$ cat config.mk
export PLATFORM = sky130hd
export DESIGN_NAME = ctc_core_timer_control
export DESIGN_NICKNAME = d
export VERILOG_FILES = /design/src/hw/ctc_pkg.sv /design/src/hw/ctc_core_timer_control.sv /design/src/hw/ctc_prescaler.sv
export SDC_FILE = /design/constraint.sdc
export NUM_CORES = 1
export LEC_CHECK = 0
export BUFFER_PORTS_ARGS = -buffer_cell sky130_fd_sc_hd__buf_2
export CAP_MARGIN = 20
export CORE_AREA = 2 2 99 101
export CTS_CLUSTER_SIZE = 14
export DETAILED_ROUTE_END_ITERATION = 8
export DIE_AREA = 0 0 101 103
export PLACE_DENSITY = 0.86
export REMOVE_ABC_BUFFERS = 1
export SYNTH_ARGS = -nofsm -noshare
export SYNTH_HDL_FRONTEND = slang
export SYNTH_SLANG_ARGS = --single-unit
$ cat constraint.sdc
create_clock -name clk_sys_i -period 2.18 [get_ports clk_sys_i]
set_input_delay 0.327 -clock clk_sys_i [delete_from_list [all_inputs] [get_ports clk_sys_i]]
set_output_delay 0.327 -clock clk_sys_i [all_outputs]
set_load 0.01 [all_outputs]
$ cat src/hw/ctc_pkg.sv
// package: constants and types of the core timer control block
package ctc_pkg;

  localparam int unsigned CLK_HZ        = 40000000;
  localparam int unsigned APB_AW        = 12;

  // register byte offsets
  localparam logic [11:0] CTRL_OFS      = 12'h000;
  localparam logic [11:0] COUNT_OFS     = 12'h004;

  // values after reset
  localparam logic [15:0] CTRL_RESET    = 16'h0000;
  localparam logic [15:0] COUNT_RESET   = 16'h0000;

  // field positions inside the control word
  localparam int unsigned PARAM_POS     = 0;
  localparam int unsigned MODE_POS      = 3;
  localparam int unsigned RUN_POS       = 6;
  localparam int unsigned DIR_POS       = 7;
  localparam int unsigned EXTDIR_POS    = 8;
  localparam int unsigned OE_POS        = 9;
  localparam int unsigned OTL_POS       = 10;
  localparam int unsigned BPS_POS       = 11;
  localparam int unsigned EDGE_POS      = 13;
  localparam int unsigned CHDIR_POS     = 14;
  localparam int unsigned RDIR_POS      = 15;

  // mode field codes
  localparam logic [2:0] MODE_TIMER     = 3'h0;
  localparam logic [2:0] MODE_COUNTER   = 3'h1;
  localparam logic [2:0] MODE_GATE_LO   = 3'h2;
  localparam logic [2:0] MODE_GATE_HI   = 3'h3;
  localparam logic [2:0] MODE_INC_ROT   = 3'h6;
  localparam logic [2:0] MODE_INC_EDGE  = 3'h7;

  // input parameter codes for counter and incremental modes
  localparam logic [2:0] EDGE_RISE      = 3'h1;
  localparam logic [2:0] EDGE_FALL      = 3'h2;
  localparam logic [2:0] EDGE_ANY       = 3'h3;

  // log2 of the base divider per block prescaler code: 8, 4, 32, 16
  localparam logic [3:0] BPS_SHIFT_00   = 4'h3;
  localparam logic [3:0] BPS_SHIFT_01   = 4'h2;
  localparam logic [3:0] BPS_SHIFT_10   = 4'h5;
  localparam logic [3:0] BPS_SHIFT_11   = 4'h4;
  localparam int unsigned PRESC_W       = 12;

  localparam int unsigned SYNC_STAGES   = 3;

  typedef struct packed {
    logic       rotation_dir_status;
    logic       dir_change_flag;
    logic       edge_seen_flag;
    logic [1:0] block_prescaler_sel;
    logic       output_toggle_latch;
    logic       toggle_output_enable;
    logic       ext_dir_enable;
    logic       count_dir_bit;
    logic       timer_run_bit;
    logic [2:0] timer_mode_sel;
    logic [2:0] input_param_sel;
  } ctc_ctrl_type;

endpackage

$ cat src/hw/ctc_core_timer_control.sv
// core 16-bit timer with control register and apb slave
// Function
// - reset clears the control register and the count register to zero.
// - the input parameter field means prescale in timer/gated modes, edge choice otherwise.
// - the mode field picks timer, counter, gated low/high or incremental; 100/101 reserved.
// - the run bit lets the timer advance when one and holds it when zero.
// - outside the incremental modes, with external direction off, the direction bit counts up at zero, down at one.
// - outside the incremental modes, the external direction enable takes the direction from the external line.
// - the toggle latch inverts on each over/underflow and software may write it.
// - the block prescaler divides the clock by 8, 4, 32 or 16 for codes 00..11.
// - in timer and gated modes each parameter step doubles the divider, 4 to 4096.
// - edge and direction-change flags are set by hardware and cleared by software.
`timescale 1ns/10ps
module ctc_core_timer_control (
  // clock and reset
  input  wire logic                    clk_sys_i,
  input  wire logic                    resetn_i,
  // apb slave
  input  wire logic                    psel_i,
  input  wire logic                    penable_i,
  input  wire logic                    pwrite_i,
  input  wire logic [ctc_pkg::APB_AW-1:0] paddr_i,
  input  wire logic [31:0]             pwdata_i,
  output logic      [31:0]             prdata_o,
  output logic                         pready_o,
  output logic                         pslverr_o,
  // external lines
  input  wire logic                    count_input_line_i,
  input  wire logic                    ext_dir_line_i,
  // outputs
  output logic                         toggle_output_pin_o,
  output logic      [15:0]             count_o
);
  import ctc_pkg::*;

  logic [1:0]          rst_sync_r;
  logic                rst_n;
  ctc_ctrl_type        ctrl_r;
  ctc_ctrl_type        ctrl_nxt;
  logic [15:0]         count_r;
  logic [15:0]         count_nxt;
  logic [31:0]         prdata_r;
  logic                pready_r;
  logic                pslverr_r;
  logic                pin_r;
  wire  [1:0]          pin_in = {ext_dir_line_i, count_input_line_i};
  logic [1:0]          lvl_r;
  logic [1:0]          lvl_nxt;
  logic [1:0]          chg;

  // release reset through two flops
  always_ff @(posedge clk_sys_i or negedge resetn_i) begin
    if (!resetn_i) begin
      rst_sync_r <= 2'h0;
    end else begin
      rst_sync_r <= {rst_sync_r[0], 1'b1};
    end
  end
  assign rst_n = rst_sync_r[1];

  // pin synchronisers: a change counts once stages two and three agree
  // each line keeps its flops local so no variable has two writing processes
  for (genvar g = 0; g < 2; g++) begin : g_sync
    logic [SYNC_STAGES-1:0] stg_r;
    logic                   hold_r;
    always_ff @(posedge clk_sys_i or negedge rst_n) begin
      if (!rst_n) begin
        stg_r  <= '0;
        hold_r <= 1'b0;
      end else begin
        stg_r  <= {stg_r[SYNC_STAGES-2:0], pin_in[g]};
        hold_r <= lvl_nxt[g];
      end
    end
    assign lvl_r[g]   = hold_r;
    assign lvl_nxt[g] = (stg_r[1] == stg_r[2]) ? stg_r[2] : hold_r;
    assign chg[g]     = lvl_nxt[g] != hold_r;
  end

  // apb decode: one wait state, data and pready both from flops
  wire access    = psel_i && penable_i;
  wire hit_ctrl  = (paddr_i == CTRL_OFS);
  wire hit_count = (paddr_i == COUNT_OFS);
  wire hit_any   = hit_ctrl || hit_count;
  wire done      = access && pready_r;
  wire wr_ctrl   = done && pwrite_i && hit_ctrl;
  wire wr_count  = done && pwrite_i && hit_count;
  wire [31:0] rd_val = hit_ctrl  ? {16'h0000, ctrl_r} :
                       hit_count ? {16'h0000, count_r} : 32'h0000_0000;

  // mode decoding
  wire [2:0] mode      = ctrl_r.timer_mode_sel;
  wire [2:0] param     = ctrl_r.input_param_sel;
  wire is_timer        = (mode == MODE_TIMER);
  wire is_gate_lo      = (mode == MODE_GATE_LO);
  wire is_gate_hi      = (mode == MODE_GATE_HI);
  wire is_counter      = (mode == MODE_COUNTER);
  wire is_incr         = (mode == MODE_INC_ROT) || (mode == MODE_INC_EDGE);
  wire prescaled       = is_timer || is_gate_lo || is_gate_hi;
  wire run             = ctrl_r.timer_run_bit;
  wire presc_tick;

  ctc_prescaler u_presc (
    .clk_sys_i (clk_sys_i),
    .rst_n_i   (rst_n),
    .enable_i  (prescaled && run),
    .bps_i     (ctrl_r.block_prescaler_sel),
    .param_i   (param),
    .tick_o    (presc_tick)
  );

  // counter mode edges on the count input
  wire in_rise  = chg[0] && lvl_nxt[0];
  wire in_fall  = chg[0] && !lvl_nxt[0];
  wire cnt_edge = (param == EDGE_RISE && in_rise) || (param == EDGE_FALL && in_fall) ||
                  (param == EDGE_ANY && chg[0]);
  // incremental mode: any edge on either line per parameter code
  wire inc_edge = (param == EDGE_RISE && chg[0]) || (param == EDGE_FALL && chg[1]) ||
                  (param == EDGE_ANY && (chg[0] || chg[1]));
  wire gate_ok  = is_timer || (is_gate_lo && !lvl_r[0]) || (is_gate_hi && lvl_r[0]);
  wire edge_ok  = (is_counter && cnt_edge) || (is_incr && inc_edge);
  // reserved modes never advance
  wire tick     = run && ((prescaled && presc_tick && gate_ok) || edge_ok);

  // quadrature direction: down when lines differ after an edge on the count input
  wire quad_down = chg[0] ? (lvl_nxt[0] ^ lvl_nxt[1]) : !(lvl_nxt[0] ^ lvl_nxt[1]);
  wire dir_down  = (is_incr && inc_edge) ? quad_down :
                   is_incr ? ctrl_r.rotation_dir_status :
                   ctrl_r.ext_dir_enable ? lvl_r[1] : ctrl_r.count_dir_bit;
  wire wrap      = tick && (dir_down ? (count_r == 16'h0000) : (count_r == 16'hffff));
  wire [15:0] count_step = dir_down ? count_r - 16'h0001 : count_r + 16'h0001;
  wire dir_chg   = dir_down != ctrl_r.rotation_dir_status;

  // control word next value: hardware set wins over a software clear
  always_comb begin
    ctrl_nxt = ctrl_r;
    if (wr_ctrl) begin
      ctrl_nxt = ctc_ctrl_type'(pwdata_i[15:0]);
      ctrl_nxt.rotation_dir_status = ctrl_r.rotation_dir_status;
    end
    ctrl_nxt.output_toggle_latch = ctrl_nxt.output_toggle_latch ^ wrap;
    if (edge_ok && run) begin
      ctrl_nxt.edge_seen_flag = 1'b1;
    end
    if (dir_chg) begin
      ctrl_nxt.dir_change_flag = 1'b1;
    end
    ctrl_nxt.rotation_dir_status = dir_down;
  end

  // a software write to the count wins over a tick in the same cycle
  assign count_nxt = wr_count ? pwdata_i[15:0] : tick ? count_step : count_r;

  always_ff @(posedge clk_sys_i or negedge rst_n) begin
    if (!rst_n) begin
      ctrl_r  <= CTRL_RESET;
      count_r <= COUNT_RESET;
      pin_r   <= 1'b0;
    end else begin
      ctrl_r  <= ctrl_nxt;
      count_r <= count_nxt;
      pin_r   <= ctrl_nxt.toggle_output_enable && ctrl_nxt.output_toggle_latch;
    end
  end

  always_ff @(posedge clk_sys_i or negedge rst_n) begin
    if (!rst_n) begin
      pready_r  <= 1'b0;
      pslverr_r <= 1'b0;
      prdata_r  <= 32'h0000_0000;
    end else begin
      pready_r  <= access && !pready_r;
      pslverr_r <= access && !pready_r && !hit_any;
      prdata_r  <= (access && !pready_r && !pwrite_i) ? rd_val : 32'h0000_0000;
    end
  end

  assign prdata_o            = prdata_r;
  assign pready_o            = pready_r;
  assign pslverr_o           = pslverr_r;
  assign toggle_output_pin_o = pin_r;
  assign count_o             = count_r;
endmodule // ctc_core_timer_control

$ cat src/hw/ctc_prescaler.sv
// prescaler: divided count tick for timer and gated modes
`timescale 1ns/10ps
module ctc_prescaler (
  // clock and reset
  input  wire logic        clk_sys_i,
  input  wire logic        rst_n_i,
  // control
  input  wire logic        enable_i,
  input  wire logic [1:0]  bps_i,
  input  wire logic [2:0]  param_i,
  // tick out
  output logic             tick_o
);
  import ctc_pkg::*;

  logic [PRESC_W-1:0] cnt_r;
  logic [PRESC_W-1:0] cnt_nxt;
  logic [3:0]         base_shift;
  logic [3:0]         shift;
  logic [PRESC_W:0]   div_full;
  logic [PRESC_W-1:0] div_m1;
  logic               wrap;

  // each step of the parameter code doubles the divider
  assign base_shift = (bps_i == 2'h0) ? BPS_SHIFT_00 :
                      (bps_i == 2'h1) ? BPS_SHIFT_01 :
                      (bps_i == 2'h2) ? BPS_SHIFT_10 : BPS_SHIFT_11;
  assign shift    = base_shift + {1'b0, param_i};
  assign div_full = ({{PRESC_W{1'b0}}, 1'b1} << shift) - {{PRESC_W{1'b0}}, 1'b1};
  assign div_m1   = div_full[PRESC_W-1:0];
  assign wrap     = (cnt_r == div_m1);
  assign cnt_nxt  = (!enable_i || wrap) ? '0 : cnt_r + {{(PRESC_W-1){1'b0}}, 1'b1};
  // tick is only asserted while enabled, so a stopped timer restarts a full period
  assign tick_o   = enable_i && wrap;

  always_ff @(posedge clk_sys_i or negedge rst_n_i) begin
    if (!rst_n_i) begin
      cnt_r <= '0;
    end else begin
      cnt_r <= cnt_nxt;
    end
  end
endmodule // ctc_prescaler

==> results_dict.tcl <==
set metrics [dict create \
    outcome "complete, but fails checks" \
    violations "negative setup slack" \
    synth_seq_cells 73 \
    synth_top_area_share_pct 40.44 \
    crit_chain "inv_2 -> ha_4 -> inv_2 -> fa_2 -> xnor2_4 -> a2111oi_4 -> nand2_1 -> ha_4 -> or3_4 -> o211ai_1 -> a32oi_1 -> xor2_1 -> nand4b_1 -> o41ai_4 -> buf_6 -> buf_6 -> buf_16 -> mux2i_1 -> o21ai_1" \
    num-nets-final 701 \
    route.detailed.drc 0 \
    synth.top_cells.by_area "dfrtp_1 40%, mux2i_1 8.4%, ha_1 5.8%" \
    grt_pass1_wl_mm 20.31 \
    start_util_pct 47.75 \
    clk_pin_slew_ns 0.09 \
    finalSetupViolCount 31 \
    grt_start_max_net_pins 72 \
    ys_seq_area_share_pct 40.44 \
    fmax_mhz 249.1 \
    drv_cap 0 \
    antenna_left 0 \
    insertion_delay_ns 0.36 \
    netlist_area_um2 4517 \
    power_density_nw_per_um2 417.8 \
    worstSetupStartpoint "ctrl_r[11]$_DFFE_PN0P_" \
    io_buffers 69 \
    finalCoreUtilization_pct 64.27 \
    timing.final.ws_setup_ns -1.835 \
    holdWs_ns 0.06228 \
    gp_congestion 1.004 \
    yosysWarnings 0 \
    hold_class "primary input to register" \
    synth_top_cell_by_area "dfrtp_1" \
    startpoint_type "register" \
    vias_per_cell 5.751 \
    synth_cell_types 59 \
    diodes 0 \
    io_pins 102 \
    crit_arrival_ns 4.27 \
    placed_cell_area_um2 5608 \
    synth_ff_type "dfrtp_1" \
    hold_viol_final 0 \
    skew_ns 0.01442 \
    drv_slew 0 \
    drive_gt1_share_pct 35.76 \
    grt_overflow_total 0 \
    antenna_found_initial 0 \
    synthTopCellsByCount "73 x dfrtp_1, 48 x nor2_1, 38 x mux2i_1" \
    area_growth_pct 34.60 \
    wire_per_inst_um 17.48 \
    ys_async_sr_fraction_pct 100.0 \
    post-route-cell-area_um2 6080 \
    cts.root.buffer_cell "clkbuf_8" \
    cts_made_buffers 9 \
    die-height_um 103 \
    critPathMaxStageDelay_ns 0.39 \
    crit_fanout 6 \
    hp-start "ext_dir_line_i" \
    rsz0062_at_grt "true" \
    worstReg2RegStart "ctrl_r[11]$_DFFE_PN0P_" \
    dpl.hpwl_mm 8.923 \
    timing_worst_setup_path_type "register to register" \
    synth_edf_count 0 \
    max-vdd-ir-drop_v 0.0004814 \
    p_leak_nw 2.870 \
    required_ns 2.43 \
    vias 4290 \
    clockBufferDepth 2 \
    cpMaxStageDelayCell "dfrtp_1" \
    period_share_pct 184.2 \
    num_rows 36 \
    die_area_um2 10400 \
    dr.pass1.iters 5 \
    yosysMostFrequentCell "dfrtp_1" \
    grt_pass1_vias 4264 \
    synthCells 460 \
    avgSynthCellArea_um2 9.819 \
    clock-sinks 73 \
    routed_wirelength_mm 13.04 \
    htreeDepth 3 \
    cts_tree "yes" \
    fp.dieW_um 101 \
    grt_use_total_pct 25.44 \
    core_area_um2 9459 \
    first_iter_violations 284 \
    period_needed_ns 4.015 \
    cp-end-kind "register" \
]
==> area by class of cell <==
cell class / instances / area [um^2]
inverter: 14 / 52.55
tap: 114 / 142.6
clock buffer: 11 / 141.4
fill: 709 / 3379
multi-input combinational: 355 / 2638
clock inverter: 5 / 31.28
timing repair buffer: 174 / 1246
sequential: 73 / 1828
==> path summary, 6_finish.rpt <==
path / endpoint / slack, ns / depth (start not counted)
max in group asynchronous: count_o[14]$_DFFE_PN0P_ / 1.57 / 1
worst min register to register: prdata_o[1]$_DFF_PN0_ / 0.27 / 1
worst max-delay path: count_o[1]$_DFFE_PN0P_ / -1.84 / 19
min in group asynchronous: prdata_o[1]$_DFF_PN0_ / 0.27 / 1
worst min-delay path: g_sync[1].stg_r[0]$_DFF_PN0_ / 0.06 / 1
worst max register to register: count_o[1]$_DFFE_PN0P_ / -1.84 / 19
==> stage by stage <==
stage	std cells	worst slack [ns]	setup TNS (ns)	power, mW
finish	746	-1.835	-51.22	2.540
global route	746	-1.982	-55.69	2.617
CTS	742	-1.708	-46.79	2.538
detailed placement	717	-1.951	-54.14	1.568
floorplan	442	-3.045	-82.83	1.479
global placement	717	-1.763	-50.39	1.561
==> cell families after synthesis <==
logic type      Yosys count  synth area share [%]
simple gates            141                 15.35
other cells               2                0.1663
xor+xnor                 36                 6.981
flops                    73                 40.44
mux                      47                 10.66
fa+ha+maj                25                 7.147
buf+inv                  47                 6.122
compound gates           89                 13.13
==> worst max-delay path: cells and delay by family (launching register included) <==
family	cells	cell delay, ns
DFF	1	0.39
buffers and inverters	5	0.51
muxes	1	0.20
adders and majority gates	3	0.73
AOI/OAI and AO/OA	5	1.07
xor gates and xnor gates	2	0.31
and+or+nand+nor	3	0.67
==> registers in the layout (all words and copies together) (netlist names) <==
signal	count
count_o	16
prdata_o	16
u_presc.cnt_r	12
ctrl_r	9
g_sync.stg_r	6
mode	3
param	3
g_sync.hold_r	2
rst_sync_r	2
pready_o	1
pslverr_o	1
run	1
toggle_output_pin_o	1
==> repair_timing <==
action                                 in CTS  in global routing
pin swaps                                  15                 10
hold buffers                                1                  0
gates cloned                                3                  0
resized for setup                          23                 17
buffers inserted                            6                  9
setup endpoints to repair                  32                 32
endpoints found under the hold margin       2                  0
==> report_power, final <==
part / internal [mW] / switching (mW) / leakage (nW)
Combinational: 0.0814 / 0.0975 / 1.89
Clock: 0.441 / 0.546 / 0.0891
Sequential: 1.37 / 0.00821 / 0.890
==> layout by cell type, fill, tap and decap left out, drive strengths merged, types with 11 or more instances in the layout <==
cell    synthesis  routed
dfrtp          73      73
inv            14      14
conb            2      17
a21oi          25      25
mux2i          38      38
nor2           48      48
clkbuf         12      12
nand2          28      28
o21ai          17      17
buf            21     172
xnor2          25      25
xor2           11      11
ha             21      21
==> per-layer routing <==
metal	vias up	GRT usage [%]	wire, um
met5	-	0	0
met4	0	11.54	432
met3	49	5.017	1016
met2	224	42.72	6289
met1	2075	31.97	5304
li1	1942	-	-
Note: power is estimated with default switching activity, not from simulation.
